**config.mk**
```make
export PLATFORM = sky130hd
export DESIGN_NAME = wld_detector
export DESIGN_NICKNAME = d
export VERILOG_FILES = /design/src/wld_pkg.sv /design/src/wld_byte_if.sv /design/src/wld_detector.sv /design/src/wld_reorder.sv
export VERILOG_INCLUDE_DIRS = /design/src /design/src/src
export SDC_FILE = /design/constraint.sdc
export NUM_CORES = 1
export LEC_CHECK = 0
export BUFFER_PORTS_ARGS = -buffer_cell sky130_fd_sc_hd__buf_2
export CORE_MARGIN = 2
export CORE_UTILIZATION = 60
export CTS_CLUSTER_SIZE = 28
export DETAILED_ROUTE_END_ITERATION = 10
export PLACE_DENSITY_LB_ADDON = 0.3
export SLEW_MARGIN = 10
export SYNTH_ARGS = -nofsm -noshare
export SYNTH_HDL_FRONTEND = slang
export SYNTH_HIERARCHICAL = 1
export SYNTH_SLANG_ARGS = --single-unit
```
**constraint.sdc**
```tcl
create_clock -name i_clk -period 4.6 [get_ports i_clk]
set_input_delay 1.38 -clock i_clk [delete_from_list [all_inputs] [get_ports i_clk]]
set_output_delay 1.38 -clock i_clk [all_outputs]
set_load 0.01 [all_outputs]
```
**src/wld_regs.svh**
```systemverilog
// Register offsets, field positions, reset values and timing counts of
// the wake frame detector. Definitions only; include by bare name.
`ifndef WLD_REGS_SVH
`define WLD_REGS_SVH

// ==========================================================
// Register offsets (word addresses on the plain port)
`define WLD_ADDR_CFG  16'h04a0
`define WLD_ADDR_STAT 16'h04a1
`define WLD_ADDR_PM   16'h04a2
`define WLD_ADDR_PW   16'h04a5
`define WLD_ADDR_PAT  16'h04a8
`define WLD_PAT_REGS  8

// ==========================================================
// Configuration fields
`define WLD_CFG_ORD_HI 15
`define WLD_CFG_ORD_LO 14
`define WLD_CFG_SFDSEL 13
`define WLD_CFG_CRCG   12
`define WLD_CFG_LCLR   11
`define WLD_CFG_PW_HI  10
`define WLD_CFG_PW_LO  9
`define WLD_CFG_LEVEL  8
`define WLD_CFG_EN     7
`define WLD_CFG_SECURE 5
`define WLD_CFG_PATEN  1
`define WLD_CFG_MPEN   0
`define WLD_CFG_RST    16'h1000

// ==========================================================
// Status fields
`define WLD_ST_SRC  12
`define WLD_ST_SFD  7
`define WLD_ST_CRC  6
`define WLD_ST_HACK 5
`define WLD_ST_PAT  1
`define WLD_ST_MP   0

// ==========================================================
// Frame constants and pattern reset words
`define WLD_SFD_NORM 8'hd5
`define WLD_SFD_ALT  8'h5d
`define WLD_PRE_A    8'h55
`define WLD_PRE_B    8'haa
`define WLD_SYNC     8'hff
`define WLD_PAT1_RST 16'h1010
`define WLD_PAT3_RST 16'h1000

// ==========================================================
// Pulse timing: base width in reference clock cycles.
`define WLD_PULSE_BASE_REF 8
`define WLD_REF_MHZ        125
`define WLD_CLK_MHZ        40

`endif

```
**src/wld_pkg.sv**
```systemverilog
// Types shared by the wake frame detector modules.
// Assumes wld_regs.svh is compiled alongside for the numbers.
package wld_pkg;

  // Frame state, Gray coded along idle, preamble, body.
  typedef enum logic [1:0] {
    WLD_IDLE = 2'b00,
    WLD_PRE  = 2'b01,
    WLD_BODY = 2'b11,
    WLD_DROP = 2'b10
  } wld_fsm_e;

  // Wake packet search phase.
  typedef enum logic [1:0] {
    WLD_MP_SYNC = 2'b00,
    WLD_MP_ADDR = 2'b01,
    WLD_MP_PASS = 2'b11,
    WLD_MP_DONE = 2'b10
  } wld_mp_e;

  // Reorder modes.
  typedef enum logic [1:0] {
    WLD_ORD_NORM = 2'b00,
    WLD_ORD_BREV = 2'b01,
    WLD_ORD_NSWP = 2'b10,
    WLD_ORD_NREV = 2'b11
  } wld_ord_e;

endpackage

```
**src/wld_byte_if.sv**
```systemverilog
// Reordered receive byte stream between the reorder stage and the
// detector core. Both ends run on the same clock.
`timescale 1ns/100ps
`default_nettype none
interface wld_byte_if;
  logic [7:0] data;
  logic       vld;
  logic       dv;
  logic       crc_bad;
  modport prod (output data, vld, dv, crc_bad);
  modport cons (input data, vld, dv, crc_bad);
endinterface
`default_nettype wire

```
**src/wld_detector.sv**
```systemverilog
// Wake frame detector core: registers, frame walker, wake packet and
// pattern match, status flags and wake indication.
// Assumes a byte stream on i_clk and a plain register port.
//
// Local design decision: the strobed register port.
`timescale 1ns/100ps
`default_nettype none
`include "wld_regs.svh"
module wld_detector #(
  parameter int PAT_REGS = `WLD_PAT_REGS
) (
  // Clock and reset
  input  wire logic        i_clk,
  input  wire logic        i_rstn,
  // Register port
  input  wire logic [15:0] i_addr,
  input  wire logic [15:0] i_wdata,
  input  wire logic        i_wr,
  input  wire logic        i_rd,
  output logic [15:0]      o_rdata,
  // Receive stream
  input  wire logic [7:0]  i_rx_data,
  input  wire logic        i_rx_vld,
  input  wire logic        i_rx_dv,
  input  wire logic        i_rx_crc_bad,
  // Interrupt and indication
  input  wire logic        i_pol_irq,
  output logic             o_irq_bit1,
  output logic             o_wake_irq,
  output logic             o_wake
);
  import wld_pkg::*;

  localparam int PB = 2 * PAT_REGS;
  localparam int PIW = $clog2(PB + 1);

  if (PAT_REGS < 1 || PAT_REGS > 32) begin : g_bad_pat
    $error("PAT_REGS out of range");
  end

  typedef struct packed {
    logic [15:0]               cfg;
    logic                      src;
    logic                      sfd;
    logic                      crc;
    logic                      hack;
    logic                      patf;
    logic                      mpf;
    logic [2:0][15:0]          pm;
    logic [2:0][15:0]          pw;
    logic [PAT_REGS-1:0][15:0] pat;
    wld_fsm_e                  fsm;
    logic [2:0]                ffc;
    wld_mp_e                   mp;
    logic [2:0]                idx;
    logic [3:0]                copy;
    logic                      pwok;
    logic [PIW-1:0]            pidx;
    logic                      pok;
    logic                      lvl;
    logic [5:0]                cnt;
    logic                      wake;
    logic                      irq;
    logic [15:0]               rdata;
  } wld_state_s;

  wld_state_s q;
  wld_state_s d;
  wld_byte_if bif ();

  // ==========================================================
  // Helpers
  function automatic logic [7:0] pick(input logic [15:0] w,
                                      input logic hi);
    pick = hi ? w[15:8] : w[7:0];
  endfunction

  // Pulse width on i_clk, rounded up from reference cycles.
  function automatic logic [5:0] pulse_cyc(input logic [1:0] sel);
    int n;
    n = (`WLD_PULSE_BASE_REF << sel) * `WLD_CLK_MHZ;
    pulse_cyc = 6'((n + `WLD_REF_MHZ - 1) / `WLD_REF_MHZ);
  endfunction

  function automatic logic [PAT_REGS-1:0][15:0] pat_rst();
    pat_rst = '0;
    if (PAT_REGS > 1) pat_rst[1] = `WLD_PAT1_RST;
    if (PAT_REGS > 3) pat_rst[3] = `WLD_PAT3_RST;
  endfunction

  // ==========================================================
  // Reorder stage
  wld_reorder u_reorder (
    .i_clk     (i_clk),
    .i_rstn    (i_rstn),
    .i_mode    (wld_ord_e'(q.cfg[`WLD_CFG_ORD_HI:`WLD_CFG_ORD_LO])),
    .i_data    (i_rx_data),
    .i_vld     (i_rx_vld),
    .i_dv      (i_rx_dv),
    .i_crc_bad (i_rx_crc_bad),
    .bo        (bif.prod)
  );

  // ==========================================================
  // Decode and frame-level terms
  logic [15:0] pm_off;
  logic [15:0] pw_off;
  logic [15:0] pat_off;
  logic        en;
  logic [7:0]  sfd_byte;
  logic        rd_stat;
  logic        wr_cfg;
  logic        frame_end;
  logic        gate;
  logic        mp_ok;
  logic        pat_hit;
  logic        ev;

  assign pm_off = i_addr - `WLD_ADDR_PM;
  assign pw_off = i_addr - `WLD_ADDR_PW;
  assign pat_off = i_addr - `WLD_ADDR_PAT;
  assign en = q.cfg[`WLD_CFG_EN];
  assign sfd_byte = q.cfg[`WLD_CFG_SFDSEL] ? `WLD_SFD_ALT
                                            : `WLD_SFD_NORM;
  assign rd_stat = i_rd && i_addr == `WLD_ADDR_STAT;
  assign wr_cfg = i_wr && i_addr == `WLD_ADDR_CFG;
  assign frame_end = en && q.fsm == WLD_BODY && !bif.dv;
  assign gate = q.cfg[`WLD_CFG_CRCG] && bif.crc_bad;
  // A wake packet counts once the search is done and, with the
  // password check on, the password matched.
  assign mp_ok = q.mp == WLD_MP_DONE &&
                 (!q.cfg[`WLD_CFG_SECURE] || q.pwok);
  assign pat_hit = q.pok && 32'(q.pidx) == PB;
  assign ev = frame_end && !gate &&
              ((mp_ok && q.cfg[`WLD_CFG_MPEN]) ||
               (pat_hit && q.cfg[`WLD_CFG_PATEN]));

  // ==========================================================
  // Next state
  // Clears are applied before sets so a same-cycle event survives.
  always_comb begin
    logic [7:0] b;
    logic       ffb;
    b = bif.data;
    ffb = b == `WLD_SYNC;
    d = q;
    d.irq = 1'b0;
    d.rdata = 16'h0000;

    // Register reads; status flags other than the source bit clear on read.
    if (i_rd) begin
      if (i_addr == `WLD_ADDR_CFG) begin
        d.rdata = q.cfg;
      end else if (rd_stat) begin
        d.rdata[`WLD_ST_SRC] = q.src;
        d.rdata[`WLD_ST_SFD] = q.sfd;
        d.rdata[`WLD_ST_CRC] = q.crc;
        d.rdata[`WLD_ST_HACK] = q.hack;
        d.rdata[`WLD_ST_PAT] = q.patf;
        d.rdata[`WLD_ST_MP] = q.mpf;
        d.sfd = 1'b0;
        d.crc = 1'b0;
        d.hack = 1'b0;
        d.patf = 1'b0;
        d.mpf = 1'b0;
      end else if (pm_off < 16'h0003) begin
        d.rdata = q.pm[pm_off[1:0]];
      end else if (pw_off < 16'h0003) begin
        d.rdata = q.pw[pw_off[1:0]];
      end else if (32'(pat_off) < PAT_REGS) begin
        d.rdata = q.pat[pat_off[4:0]];
      end
    end

    // Register writes. The level clear bit never stores.
    if (i_wr) begin
      if (wr_cfg) begin
        d.cfg = i_wdata;
        d.cfg[`WLD_CFG_LCLR] = 1'b0;
        if (i_wdata[`WLD_CFG_LCLR]) begin
          d.lvl = 1'b0;
        end
        if (i_wdata[`WLD_CFG_EN] && !en) begin
          d.src = 1'b1;
        end
      end else if (i_addr == `WLD_ADDR_STAT) begin
        d.src = i_wdata[`WLD_ST_SRC];
      end else if (pm_off < 16'h0003) begin
        d.pm[pm_off[1:0]] = i_wdata;
      end else if (pw_off < 16'h0003) begin
        d.pw[pw_off[1:0]] = i_wdata;
      end else if (32'(pat_off) < PAT_REGS) begin
        d.pat[pat_off[4:0]] = i_wdata;
      end
    end

    // Frame walker.
    case (q.fsm)
      WLD_IDLE: begin
        if (en && bif.dv) begin
          d.fsm = WLD_PRE;
        end
      end
      WLD_PRE: begin
        if (!bif.dv) begin
          d.fsm = WLD_IDLE;
          d.sfd = 1'b1;
        end else if (bif.vld && b == sfd_byte) begin
          d.fsm = WLD_BODY;
          d.ffc = 3'd0;
          d.mp = WLD_MP_SYNC;
          d.idx = 3'd0;
          d.copy = 4'd0;
          d.pwok = 1'b1;
          d.pidx = '0;
          d.pok = 1'b1;
        end else if (bif.vld && b != `WLD_PRE_A && b != `WLD_PRE_B) begin
          d.fsm = WLD_DROP;
          d.sfd = 1'b1;
        end
      end
      WLD_BODY: begin
        if (!bif.dv) begin
          d.fsm = WLD_IDLE;
        end else if (bif.vld) begin
          // Pattern must match the leading bytes of the frame.
          if (32'(q.pidx) < PB) begin
            if (b == pick(q.pat[q.pidx[PIW-1:1]], q.pidx[0])) begin
              d.pidx = q.pidx + 1'b1;
            end else begin
              d.pok = 1'b0;
            end
          end
          // Wake packet search: sync run, then sixteen addresses.
          case (q.mp)
            WLD_MP_SYNC: begin
              if (q.ffc == 3'd6 && b == pick(q.pm[2], 1'b1)) begin
                d.mp = WLD_MP_ADDR;
                d.idx = 3'd1;
                d.copy = 4'd0;
              end else if (ffb) begin
                d.ffc = (q.ffc == 3'd6) ? 3'd6 : q.ffc + 3'd1;
              end else begin
                d.ffc = 3'd0;
              end
            end
            WLD_MP_ADDR: begin
              // Bytes 0-1 sit in the top match register, 4-5 in the bottom one.
              if (b != pick(q.pm[2'd2 - q.idx[2:1]], !q.idx[0])) begin
                d.mp = WLD_MP_SYNC;
                d.ffc = ffb ? 3'd1 : 3'd0;
              end else if (q.idx == 3'd5) begin
                d.idx = 3'd0;
                d.copy = q.copy + 4'd1;
                if (q.copy == 4'd15) begin
                  d.mp = q.cfg[`WLD_CFG_SECURE] ? WLD_MP_PASS : WLD_MP_DONE;
                end
              end else begin
                d.idx = q.idx + 3'd1;
              end
            end
            WLD_MP_PASS: begin
              if (b != pick(q.pw[q.idx[2:1]], q.idx[0])) begin
                d.pwok = 1'b0;
              end
              d.idx = q.idx + 3'd1;
              if (q.idx == 3'd5) begin
                d.mp = WLD_MP_DONE;
              end
            end
            WLD_MP_DONE: begin
              d.mp = WLD_MP_DONE;
            end
            default: d.mp = WLD_MP_SYNC;
          endcase
        end
      end
      WLD_DROP: begin
        if (!bif.dv) begin
          d.fsm = WLD_IDLE;
        end
      end
      default: d.fsm = WLD_IDLE;
    endcase
    if (!en) begin
      d.fsm = WLD_IDLE;
    end

    // End of frame: flags set here win over a read clear.
    if (frame_end) begin
      if (bif.crc_bad) begin
        d.crc = 1'b1;
      end
      if (!gate) begin
        if (mp_ok) begin
          d.mpf = 1'b1;
        end
        if (q.mp == WLD_MP_DONE && q.cfg[`WLD_CFG_SECURE] && !q.pwok) begin
          d.hack = 1'b1;
        end
        if (pat_hit) begin
          d.patf = 1'b1;
        end
      end
    end

    // Indication: level holds until cleared, pulse counts down.
    d.irq = ev;
    if (d.cnt != 6'd0) begin
      d.cnt = q.cnt - 6'd1;
    end
    if (ev) begin
      if (q.cfg[`WLD_CFG_LEVEL]) begin
        d.lvl = 1'b1;
      end else begin
        d.cnt = pulse_cyc(q.cfg[`WLD_CFG_PW_HI:`WLD_CFG_PW_LO]);
      end
    end
    d.wake = d.cfg[`WLD_CFG_LEVEL] ? d.lvl : (d.cnt != 6'd0);
  end

  // ==========================================================
  // State register
  always_ff @(posedge i_clk or negedge i_rstn) begin
    if (!i_rstn) begin
      q <= '0;
      q.cfg <= `WLD_CFG_RST;
      q.pat <= pat_rst();
    end else begin
      q <= d;
    end
  end

  // ==========================================================
  // Outputs
  assign o_rdata = q.rdata;
  assign o_wake = q.wake;
  assign o_wake_irq = q.irq;
  assign o_irq_bit1 = q.src ? q.irq : i_pol_irq;

  // ==========================================================
  // Checks
  a_sfd_search: assert property (@(posedge i_clk) disable iff (!i_rstn)
    (en && q.fsm == WLD_PRE && bif.dv && bif.vld && bif.data == sfd_byte)
      |=> q.fsm == WLD_BODY)
    else $error("delimiter not accepted");

  a_crc_gates: assert property (@(posedge i_clk) disable iff (!i_rstn)
    (frame_end && bif.crc_bad && q.cfg[`WLD_CFG_CRCG]) |=> !o_wake_irq)
    else $error("bad frame gave indication");

  a_level_clear: assert property (@(posedge i_clk) disable iff (!i_rstn)
    (wr_cfg && i_wdata[`WLD_CFG_LCLR] && i_wdata[`WLD_CFG_LEVEL] && !ev)
      |=> !o_wake)
    else $error("level not cleared");

  a_pulse_short: assert property (@(posedge i_clk) disable iff (!i_rstn)
    (ev && !q.cfg[`WLD_CFG_LEVEL] && q.cfg[10:9] == 2'b00 && !q.wake)
      |=> o_wake [*3] ##1 (!o_wake || $past(ev)))
    else $error("pulse width wrong");

  a_idle_off: assert property (@(posedge i_clk) disable iff (!i_rstn)
    !en |=> q.fsm == WLD_IDLE)
    else $error("walker active while disabled");

  a_irq_route: assert property (@(posedge i_clk) disable iff (!i_rstn)
    (q.src && q.irq) |-> o_irq_bit1)
    else $error("wake interrupt not routed");

  a_src_auto: assert property (@(posedge i_clk) disable iff (!i_rstn)
    (wr_cfg && i_wdata[`WLD_CFG_EN] && !en) |=> q.src)
    else $error("source not set on enable");

  a_sfd_flag: assert property (@(posedge i_clk) disable iff (!i_rstn)
    (en && q.fsm == WLD_PRE && !bif.dv) |=> q.sfd)
    else $error("delimiter error not latched");

  a_mp_flag: assert property (@(posedge i_clk) disable iff (!i_rstn)
    (frame_end && !gate && mp_ok) |=> q.mpf ##1 (q.mpf || $past(rd_stat)))
    else $error("wake flag lost");

endmodule
`default_nettype wire

```
**src/wld_reorder.sv**
```systemverilog
// Receive byte reorder stage: one register stage that reorders bits.
// Assumes the raw stream comes from logic on i_clk.
`timescale 1ns/100ps
`default_nettype none
module wld_reorder (
  // Clock and reset
  input  wire logic           i_clk,
  input  wire logic           i_rstn,
  // Raw stream
  input  wire wld_pkg::wld_ord_e i_mode,
  input  wire logic [7:0]     i_data,
  input  wire logic           i_vld,
  input  wire logic           i_dv,
  input  wire logic           i_crc_bad,
  // Reordered stream
  wld_byte_if.prod            bo
);
  import wld_pkg::*;

  typedef struct packed {
    logic [7:0] data;
    logic       vld;
    logic       dv;
    logic       crc;
  } wld_ro_s;

  wld_ro_s q;
  wld_ro_s d;

  // ==========================================================
  // Reorder
  // One combinational reorder ahead of a flop keeps bytes aligned.
  always_comb begin
    d = q;
    d.vld = i_vld;
    d.dv = i_dv;
    d.crc = i_crc_bad;
    case (i_mode)
      WLD_ORD_NORM: d.data = i_data;
      WLD_ORD_BREV: d.data = {<<{i_data}};
      WLD_ORD_NSWP: d.data = {i_data[3:0], i_data[7:4]};
      WLD_ORD_NREV: d.data = {i_data[4], i_data[5], i_data[6], i_data[7],
                              i_data[0], i_data[1], i_data[2], i_data[3]};
      default:      d.data = i_data;
    endcase
  end

  // Register the stage.
  always_ff @(posedge i_clk or negedge i_rstn) begin
    if (!i_rstn) begin
      q <= '0;
    end else begin
      q <= d;
    end
  end

  assign bo.data = q.data;
  assign bo.vld = q.vld;
  assign bo.dv = q.dv;
  assign bo.crc_bad = q.crc;

  a_nibble_swap: assert property (@(posedge i_clk) disable iff (!i_rstn)
    (i_vld && i_mode == WLD_ORD_NSWP) |=>
      (bo.data == {$past(i_data[3:0]), $past(i_data[7:4])}))
    else $error("nibble swap output wrong");

endmodule
`default_nettype wire

```
# --- Yosys cells after proc, flatten, opt, wreduce, memory -nomap -nowiden ---
# Cells that the tools add are included.
word_totals:
  elab_cells: 265
  in_bits: 48
  ff_bits: 302
classes:
  shift: 1
  eq_ne: 46
  n_addsub: 11
  magnitude_cmp: 13
  n_mux: 99
  mul: 1
  n_reduce_logical: 50
  n_bitwise: 4
  n_div: 1
op_table:
  columns: ["operator", "count"]
  rows:
  - ["$mux W16", 14]
  - ["$bmux W16 S2", 4]
  - ["$bwmux W128", 1]
  - ["$bmux W16 S3", 2]
  - ["$bwmux W48", 2]
  - ["$mux W19", 4]
  - ["$demux W16 S2", 2]
  - ["$demux W16 S3", 1]
  - ["$sub A16 B11 Y16 const B", 3]
  - ["$pmux W19 S2", 1]
  - ["$add A32 B8 Y32 const B", 1]
  - ["$div A32 B8 Y32 const B", 1]
  - ["$eq A16 B11 Y1 const B", 2]
  - ["$lt A16 B2 Y1 const B", 2]
  - ["$mul A32 B4 Y29 const B", 1]
  - ["$mux W8", 4]
  - ["$pmux W8 S4", 1]
  - ["$shl A4 B2 Y32 const A", 1]
  - ["$sub A32 B2 Y32 const B", 1]
  - ["$mux W3", 9]
  - ["$eq A8 B8 Y1", 3]
  - ["$ne A3 B3 Y1 const B", 8]
  - ["$mux W1", 23]
  - ["$logic_and A1 B1 Y1", 22]
  - ["54 further kinds", 113]

# --- Longest topological paths before layout ---
# Gate-level depths: netlist of the first run.
depth:
  word_depth: 10
  depth_mapped: 16
  ltp_nobuf: 10

# --- Cells and area by module ---
# The synthesis of the first run kept the hierarchy.
modules_own_cells:
  columns: ["mod", "instances", "area_each_um2", "cells_per_inst", "seq_area_each_um2"]
  rows:
  - ["wld_detector", 1, 17473.0, 1494, 7287.0]
  - ["wld_reorder", 1, 478.0, 21, 275.3]

# --- Worst setup path before layout of the first run ---
# Ideal clock, no wire load.
synth_timing:
  path_type: "input to register"
  startpoint: "input i_addr[0]"
  endpoint: "register q[196] (netlist name)"
  setup_ns: 0.125
  t_arrival_ns: 5.500
  required_ns: 4.475
  path_slack_ns: -1.024
  stages: 15
  path_cell_list: "buf_2 buf_1 clkinv_1 clkbuf_1 ha_1 clkbuf_1 xnor2_1 a2111oi_0 and4b_1 o2111ai_1 a2111oi_4 nand2_1 nor3_2 buf_2 mux2_2"
synth_between:
  elab_chain_len: 6
synth_rtl:
  columns: ["element", "line_no", "source"]
  rows:
  - ["from (decl)", "wld_detector.sv:16", "input wire logic [15:0] i_addr,"]
  - ["branches (longest 6 deep; another with $sub A16 B11 Y16)", null, null]
  - ["to (decl)", "wld_detector.sv:67", "wld_state_s q;"]
# Several ways; the timed one is not identified.
# A chain may end at the register's enable or synchronous reset.

# --- Worst setup path after layout of the first run ---
layout_timing:
  startpoint: "input i_addr[8]"
  endpoint: "register q[256] (netlist name)"
layout_between:
  elab_chain_len: 4
layout_rtl:
  columns: ["element"]
  rows:
  - ["branches (longest 3 deep; another with $sub A16 B11 Y16)"]
  - ["$reduce_and A4 Y1 (no line) *"]
# Every way passes the cells marked *.

==> out/qor.yml, run 1 <==
hold_viol: 0
ys_ff_latch: 302
dieArea_mm2: 0.0313
post-dp-hpwl_um: 33200
required_ns: 5.03
clock-sinks: 302
fill_cells: 2161
cts.reportedPaths.clkPinSlew_ns: 0.06
power.total_mw: 5.59
maxSlewViolCount: 0
layout-drive-gt1-share_pct: 34.9
intPower_mw: 4.29
worstHoldStart: "q[31]"
regArea_mm2: 0.00756
slew_headroom_pct: 32.2
postSynth.asyncResetShare_pct: 100
via_count: 13100
ant_nets: 0
grt_antenna_before_repair: 0
min_path_type: "reg -> reg"
crit_type: "in -> reg"
grt_usage_pct: 30.8
maxCapViolCount: 0
postCtsResizedCells: 0
power_density_mw_per_mm2: 281
first_global_vias: 13200
holdWs_ns: 0.478
finClkSkew_ns: 0.0154
pre_cts_slack_ns: 0.196
synth_area_leaders: "dfrtp_1, mux2_2, mux4_2, mux2i_1, ha_1"
synth_adder_area_share_pct: 2.58
ios: 67
cts_buffers: 31
cp_max_fo: 15
critPathLaunchType: "input port"
ys.flop_type: "dfrtp_1"
p_switching_mw: 1.31
switching_share_pct: 23.3
seq_area_frac_synth_pct: 42.1
post_cts_buffers: 0
grt_pass1_wl_um: 74900
portBuffers: 66
tightest_slew_ns: 1.02
clkPwrFrac_pct: 45.8
synth_top_cell_by_area: "dfrtp_1"
crit_chain: "buf_2, nor4bb_1, buf_4, nand3_1, o21a_1, nor4_1, o2111a_1, buf_4, and2_1, nand2_1, buf_4, mux2_2"
htree_levels: 1
coreArea_mm2: 0.0296
drcViolationCount: 0
synth-compound-area-share_pct: 9.89
ctsHoldBuffers: 0
overflow: 0
critPathLaunch: "i_addr[8]"
critPathBufInv: 4
grt_max_degree: 96
die_y_um: 177
crit_top_cell: "buf_4"
synth_warnings: 6
synthSimpleGateAreaFrac_pct: 8.13
rows: 63
seq_power_share_pct: 47.9
post-route-min-period_ns: 3.87
synth_xor_xnor_area_share_pct: 2.20
finalSetupViolCount: 0
multiInputGateArea_mm2: 0.00966
total_leakage_power_nw: 9.00
place.gp.congestion: 0.953
cts-root-buf: "clkbuf_16"
syn_inst: 1515
ir_worst_vdd_mv: 0.329
synthMuxAreaShare_pct: 30.8
status: "finished clean"
worstPathArrival_ns: 4.30
drtIter0Drc: 1418
clock_path_buffers: 3
synth_top_area_share_pct: 41.5
critPathCaptureType: "flop"
cp_top_family: "simple AND/OR/NAND/NOR gates"
synth_cell_types: 74
wl_um: 47800
n_antenna_cell: 0
ys_top_cells_by_count: "dfrtp_1, mux2_2, mux2i_1, mux4_2, clkbuf_1"
design_area_mm2: 0.0199
first_pass_iters: 5
max_freq_ghz: 0.258
die_w_um: 177
slowest_delay_ns: 0.41
wire_per_inst_um: 24.3
setup-tns-final_ns: 0
worst_path_max_delay_cell: "nor4_1"
initial_utilization_pct: 60.7
synth_edf_count: 0
cts_tree: "yes"
synth_top_family_by_area: "multiplexers"
rsz0062_at_grt: "false"
clk_latency_ns: 0.56
setup_ws_ns: 0.730
dpl-instance-area_mm2: 0.0189
post_drt_via_cell_ratio: 6.69
finalCritPeriodShare_pct: 84.1
fin_nets: 1634
r2r-start: "q[27]"
synth_most_common_cell: "dfrtp_1"
netlist_area_mm2: 0.0180
area_delta_synth_final_pct: 10.8
mappedNetlistNets: 1600
combPwrFrac_pct: 6.3
synth_area_per_cell_um2: 11.8
==> registers in the layout, summed over array words and instances (netlist names) <==
signal / count
o_wake: 1
u_reorder/bo.crc_bad: 1
en: 1
u_reorder/bo.data: 8
u_reorder/bo.dv: 1
o_wake_irq: 1
o_rdata: 16
u_reorder/bo.vld: 1
q: 272
==> worst reg2reg max path: stages, from the launching register on <==
cell and delay (ns):
dfrtp_2 0.86, mux4_2 0.60, mux2i_1 0.32, mux2i_1 0.17, xor2_1 0.20, nor4_1 0.29, nand4_1 0.36, or4_1 0.60
a21oi_1 0.14
==> cell type report <==
| class | instances | share of cell area (%) |
|---|---|---|
| Tap cell | 390 | 2.45 |
| Clock inverter | 10 | 0.673 |
| Multi-Input combinational cell | 1041 | 48.5 |
| Sequential cell | 302 | 38.0 |
| Inverter | 38 | 0.742 |
| Clock buffer | 46 | 4.54 |
| Timing Repair Buffer | 135 | 5.02 |
==> worst paths after layout <==
| check | end | slack [ns] | cells after the start |
|---|---|---|---|
| setup / recovery | q[256] | 0.73 | 12 |
| hold / removal | q[31] | 0.48 | 1 |
| setup reg to reg | q[29] | 0.98 | 8 |
| hold reg to reg | q[31] | 0.48 | 1 |
| max in group asynchronous | q[106] | 2.66 | 2 |
| min in group asynchronous | q[20] | 0.81 | 1 |
==> metal layers <==
layer	track usage (%)	up-vias	wire, um
met1	43.6	6731	20400
met4	10.4	0	1430
met2	49.3	569	22800
met5	0	-	0
li1	-	5706	-
met3	4.25	114	3130
==> through the flow <==
step | cells | utilization [%]
CTS | 1962 | 67.3
detailed placement | 1906 | 63.8
global route | 1962 | 67.3
global placement | 1906 | 63.8
finish | 1962 | 67.3
floorplan | 1515 | -
==> logic make-up after synthesis <==
| logic type | Yosys count |
|---|---|
| muxes | 422 |
| DFF | 302 |
| and+or+nand+nor | 281 |
| AOI/OAI and AO/OA | 256 |
| buffers and inverters | 172 |
| xor gates and xnor gates | 45 |
| adders and majority gates | 37 |
==> power groups by stage <==
stage | Combinational (mW) | Clock [mW] | Sequential (mW)
6_report | 0.352 | 2.56 | 2.68
5_1_grt | 0.380 | 2.71 | 2.68
4_1_cts | 0.350 | 2.59 | 2.68
3_5_place_dp | 0.347 | 0 | 2.73
3_3_place_gp | 0.343 | 0 | 2.73
2_1_floorplan | 0.184 | 0 | 2.71
==> cell usage in the layout, fill, tap and decap left out, drive strengths merged, types with 14 or more instances in the layout <==
master	Yosys	layout
o21ai	54	54
nand3	44	44
nand2	71	71
dfrtp	298	298
buf	56	135
mux2i	88	88
nand2b	21	21
nor3	18	18
mux2	255	255
a21oi	57	57
o211ai	19	19
nand4	14	14
nor2	58	58
xnor2	28	28
ha	37	37
inv	37	37
clkbuf	78	46
xor2	17	17
mux4	79	79
Power figures use the tool's default switching activity.
==> run 2, diff against run 1 <==
==> constraint.sdc (replaced) <==
create_clock -name i_clk -period 4 [get_ports i_clk]
set_input_delay 1.2 -clock i_clk [delete_from_list [all_inputs] [get_ports i_clk]]
set_output_delay 1.2 -clock i_clk [all_outputs]
set_load 0.01 [all_outputs]
==> out/qor.yml, run 2 (synthesized netlist as in run 1, its figures left out) <==
status: "finished clean"
die_w_um: 177
place.gp.congestion: 0.899
maxSlewViolCount: 0
layout-drive-gt1-share_pct: 36.7
clk_latency_ns: 0.51
worstHoldStart: "q[273]"
coreArea_mm2: 0.0296
critPathCaptureType: "flop"
min_path_type: "reg -> reg"
post-route-min-period_ns: 3.66
critPathLaunchType: "input port"
via_count: 13200
required_ns: 4.44
maxCapViolCount: 0
p_switching_mw: 1.55
drcViolationCount: 0
cp_top_family: "compound AO/OA/AOI/OAI gates"
first_pass_iters: 5
wire_per_inst_um: 23.8
grt_usage_pct: 31.1
cts_tree: "yes"
worst_path_max_delay_cell: "o311ai_0"
combPwrFrac_pct: 6.7
post_cts_buffers: 0
worstPathArrival_ns: 4.10
post_drt_via_cell_ratio: 6.60
reg2reg_to: "q[39]"
rows: 63
slowest_delay_ns: 0.73
slew_headroom_pct: 38.7
holdPathStages: 2
holdWs_ns: 0.496
hold_viol: 0
postCtsResizedCells: 0
portBuffers: 66
cp_max_fo: 16
finalSetupViolCount: 0
ctsHoldBuffers: 0
r2r_setup_slack_ns: 0.43
fin_nets: 1671
switching_share_pct: 23.7
rr_worst_depth: 9
largest_reg_flops: 272
tightest_slew_ns: 0.920
overflow: 0
design_area_mm2: 0.0203
grt_pass1_wl_um: 75300
max_freq_ghz: 0.274
layout_commonest_cell: "dfrtp_1"
die_y_um: 177
finish.utilization_pct: 68.6
ios: 67
grt_max_degree: 79
ant_nets: 0
clock-sinks: 302
min_to: "q[273]"
cts_buffers: 35
setup-tns-final_ns: 0
crit_chain: "buf_2, inv_1, ha_1, buf_12, a211oi_1, buf_4, o21a_1, o22a_1, a2111oi_4, and2_1, buf_12, o311ai_0, a32o_1"
finClkSkew_ns: 0.0216
r2r-start: "q[37]"
htree_levels: 2
initial_utilization_pct: 60.7
wl_um: 47600
clkPwrFrac_pct: 46.1
cts-root-buf: "clkbuf_16"
crit_top_cell: "buf_12"
critPathBufInv: 5
top_register: "q"
clock_path_buffers: 3
power_density_mw_per_mm2: 322
area_delta_synth_final_pct: 13.0
post-dp-hpwl_um: 33000
ir_worst_vdd_mv: 0.336
drtIter0Drc: 1608
dpl-instance-area_mm2: 0.0192
seq_power_share_pct: 47.2
n_antenna_cell: 0
grt_antenna_before_repair: 0
cts.reportedPaths.clkPinSlew_ns: 0.06
intPower_mw: 4.98
first_global_vias: 13300
rsz0062_at_grt: "false"
total_leakage_power_nw: 9.22
finalCritPeriodShare_pct: 91.4
dieArea_mm2: 0.0313
mostFrequentLayoutCells: "dfrtp_1, mux2_2, mux2i_1, buf_4, mux4_2"
crit_type: "in -> reg"
run 2: cell count changes in the layout (fill, tap and decap cells not counted), moves of 2 or more:
| cell | change |
|---|---|
| clkinv_2 | +4 |
| nand4_2 | -2 |
| clkinvlp_4 | -2 |
| buf_4 | +29 |
| nand4_4 | +2 |
| clkbuf_16 | +4 |
| clkbuf_8 | -2 |
| buf_12 | +4 |
| bufinv_16 | -2 |
run 2: worst max path at each step:
stage | start | endpoint | slack, ns | cells after the start
floorplan | i_addr[0] | q[100] | -0.21 | 15
global placement | i_addr[9] | q[68] | -0.02 | 13
detailed placement | i_addr[1] | q[81] | -0.07 | 14
CTS | i_addr[1] | q[83] | 0.45 | 14
global route | i_addr[8] | o_rdata[9] | 0.11 | 10
finish | i_addr[3] | o_rdata[8] | 0.34 | 13
run 2: layout make-up:
cell class	instances	area (um^2)
fill	2143	9280
clock buffer	49	978
clock inverter	11	87.6
timing repair buffer	168	1300
tap	390	488
inverter	38	155
sequential	302	7560
multi-input combinational	1041	9710
run 2: per-stage QoR:
stage,power [mW],instances,setup slack [ns]
after floorplan,3.34,1515,-0.213
final,6.53,1999,0.344
after global routing,6.72,1999,0.106
after global placement,3.56,1939,-0.0207
after CTS,6.55,1999,0.448
after detailed placement,3.57,1939,-0.0723
run 2: tightest hold or removal path, delay by kind of cell (launching register included):
family | cells | cell delay (ns)
flops | 1 | 0.35
compound gates | 1 | 0.06
simple gates | 1 | 0.05
run 2: per-layer routing:
| layer | track usage, % | vias up | wire length [um] |
|---|---|---|---|
| met4 | 9.95 | 0 | 1390 |
| met2 | 49.3 | 540 | 22400 |
| met1 | 44.1 | 6770 | 20200 |
| met5 | 0 | - | 0 |
| met3 | 5.07 | 103 | 3470 |
| li1 | - | 5778 | - |
run 2: power by group through the flow:
stage / sequential (mW) / combinational (mW) / clock, mW
after floorplan: 3.12 / 0.220 / 0
after detailed placement: 3.14 / 0.430 / 0
after global placement: 3.14 / 0.424 / 0
after global routing: 3.08 / 0.470 / 3.17
final: 3.08 / 0.434 / 3.01
after CTS: 3.08 / 0.432 / 3.04
==> run 3, diff against run 2 <==
--- a/config.mk
+++ b/config.mk
@@ -15,5 +15,4 @@
 export SLEW_MARGIN = 10
 export SYNTH_ARGS = -nofsm -noshare
 export SYNTH_HDL_FRONTEND = slang
-export SYNTH_HIERARCHICAL = 1
 export SYNTH_SLANG_ARGS = --single-unit
==> constraint.sdc (replaced) <==
create_clock -name i_clk -period 4 [get_ports i_clk]
set_input_delay 0.2 -clock i_clk [delete_from_list [all_inputs] [get_ports i_clk]]
set_output_delay 0.2 -clock i_clk [all_outputs]
set_load 0.01 [all_outputs]
==> out/qor.yml, run 3 <==
dieArea_mm2: 0.0323
first_global_vias: 13400
required_ns: 4.44
area_delta_synth_final_pct: 8.43
postSynth.asyncResetShare_pct: 100
cts.reportedPaths.clkPinSlew_ns: 0.06
post-dp-hpwl_um: 34000
layout_commonest_cell: "dfrtp_1"
setup-tns-final_ns: 0
place.gp.congestion: 0.970
grt_max_degree: 95
setup_ws_ns: 0.399
post_drt_via_cell_ratio: 6.75
grt_antenna_before_repair: 0
rsz0062_at_grt: "false"
worst_path_max_delay_cell: "dfrtp_2"
clock_path_buffers: 3
htree_levels: 1
synth_top_area_share_pct: 40.2
synth_adder_area_share_pct: 2.57
busiest_layer: "met2"
grt_pass1_wl_um: 79100
initial_utilization_pct: 60.8
worstPathArrival_ns: 4.04
synth_top_family_by_area: "multiplexers"
largest_reg_flops: 272
first_pass_iters: 5
pre_cts_slack_ns: 0.317
portBuffers: 66
min_to: "u_reorder.bo.data[5]"
grt_usage_pct: 31.1
tightest_slew_ns: 1.11
worstHoldStart: "i_rx_data[2]"
grt_use_met1_pct: 43.1
ios: 67
synth_warnings: 0
ys.flop_type: "dfrtp_1"
r2r-start: "q[38]"
finish.utilization_pct: 65.9
r2r_setup_slack_ns: 0.40
synth_area_per_cell_um2: 12.0
grt_use_met3_pct: 5.04
rr_worst_depth: 8
total_leakage_power_nw: 9.39
drcViolationCount: 0
grtUsageMet2_pct: 49.6
cts-root-buf: "clkbuf_16"
slew_headroom_pct: 25.8
fin_nets: 1650
synth-compound-area-share_pct: 8.53
maxSlewViolCount: 0
reg2reg_to: "q[37]"
synth_edf_count: 0
syn_inst: 1545
ir_worst_vdd_mv: 0.303
power.total_mw: 6.35
max_freq_ghz: 0.278
top_register: "q"
via_count: 13400
synthSimpleGateAreaFrac_pct: 10.1
power_density_mw_per_mm2: 316
hold_viol: 0
crit_chain: "mux2_1, a221o_1, o21ai_1, xnor2_1, nor4_4, nand2_1, a21oi_2, mux2_2"
overflow: 0
ys_top_cells_by_count: "dfrtp_1, mux2_2, nand2_1, mux2_4, mux4_2"
netlist_area_mm2: 0.0185
finalSetupViolCount: 0
seq_area_frac_synth_pct: 40.8
fill_cells: 2249
crit_type: "reg -> reg"
drtIter0Drc: 1142
wl_um: 50200
slowest_delay_ns: 1.02
synth_xor_xnor_area_share_pct: 2.54
maxCapViolCount: 0
wire_per_inst_um: 25.3
status: "finished clean"
n_antenna_cell: 0
min_path_type: "in -> reg"
critPathLaunchType: "flop"
cts_tree: "yes"
ys_ff_latch: 302
cp_max_fo: 41
coreArea_mm2: 0.0305
synth_top_cell_by_area: "dfrtp_1"
finClkSkew_ns: 0.0150
die_y_um: 180
synth_most_common_cell: "dfrtp_1"
synth_cell_types: 93
clk_latency_ns: 0.57
final_cells: 1981
cts_buffers: 31
dp.cells: 1911
die_w_um: 180
rows: 64
synthMuxAreaShare_pct: 30.9
synth_area_leaders: "dfrtp_1, mux2_2, mux4_2, mux2_4, mux2i_1"
layout-drive-gt1-share_pct: 32.9
ant_nets: 0
mappedNetlistNets: 1631
post-route-min-period_ns: 3.60
finalCritPeriodShare_pct: 90.0
clock-sinks: 302
critPathCaptureType: "flop"
holdPathStages: 2
mostFrequentLayoutCells: "dfrtp_1, mux2_2, nand2_1, mux2_4, mux4_2"
run 3: changes by cell type after synthesis, sizes merged, moves of 12 or more:
| cell | delta |
|---|---|
| buf | +19 |
| o211ai | -13 |
| clkbuf | -20 |
| nand3 | -17 |
| nand2 | +71 |
| o21a | -12 |
run 3: logic make-up after synthesis:
family	count (synthesis)
fa+ha+maj	38
xor+xnor	53
buf+inv	164
flops	302
simple gates	344
mux	411
compound gates	233
run 3: report_power, final:
| part | internal [mW] | switching [mW] | leakage [nW] |
|---|---|---|---|
| Clock | 1.64 | 1.21 | 0.490 |
| Combinational | 0.129 | 0.291 | 4.73 |
| Sequential | 3.06 | 0.0163 | 4.16 |
run 3: worst max-delay path by stage:
stage	from	cells after the start	end	slack, ns
after floorplan	i_addr[0]	17	q[131]	0.20
after global placement	i_addr[1]	11	q[200]	0.42
after detailed placement	i_addr[1]	11	q[193]	0.32
after CTS	q[38]	8	q[37]	0.47
after global routing	q[38]	8	q[37]	0.26
final	q[38]	8	q[37]	0.40
run 3: critical path: cells and delay by family, from the launching register on:
kind	cells	cell delay (ns)
xor+xnor	1	0.12
simple gates	2	0.84
compound gates	3	0.73
mux	2	0.76
flops	1	1.02
run 3: layout make-up:
type,count,area [um^2],area share (%)
inverter,31,116,0.579
timing repair buffer,119,818,4.07
clock buffer,48,930,4.63
sequential,302,7560,37.6
clock inverter,6,58.8,0.293
tap,396,495,2.47
multi-input combinational,1079,10100,50.3
run 3: per-stage QoR:
| step | area, um^2 | hold WS [ns] |
|---|---|---|
| after floorplan | 18500 | -0.0956 |
| after global placement | 18900 | 0.269 |
| after detailed placement | 18900 | 0.266 |
| after CTS | 20100 | 0.00231 |
| after global routing | 20100 | 0.0338 |
| final | 20100 | 0.0177 |
run 3: per-layer routing:
metal / routed length [um] / up-vias
met4: 1980 / 0
met2: 23700 / 630
li1: - / 5733
met5: 0 / -
met1: 20800 / 6863
met3: 3670 / 137
run 3: timing repair:
| action | CTS | global route |
|---|---|---|
| setup buffers | 0 | 0 |
| hold endpoints to repair | 106 | 0 |
| hold buffers | 16 | 0 |
| resized for setup | 0 | 0 |
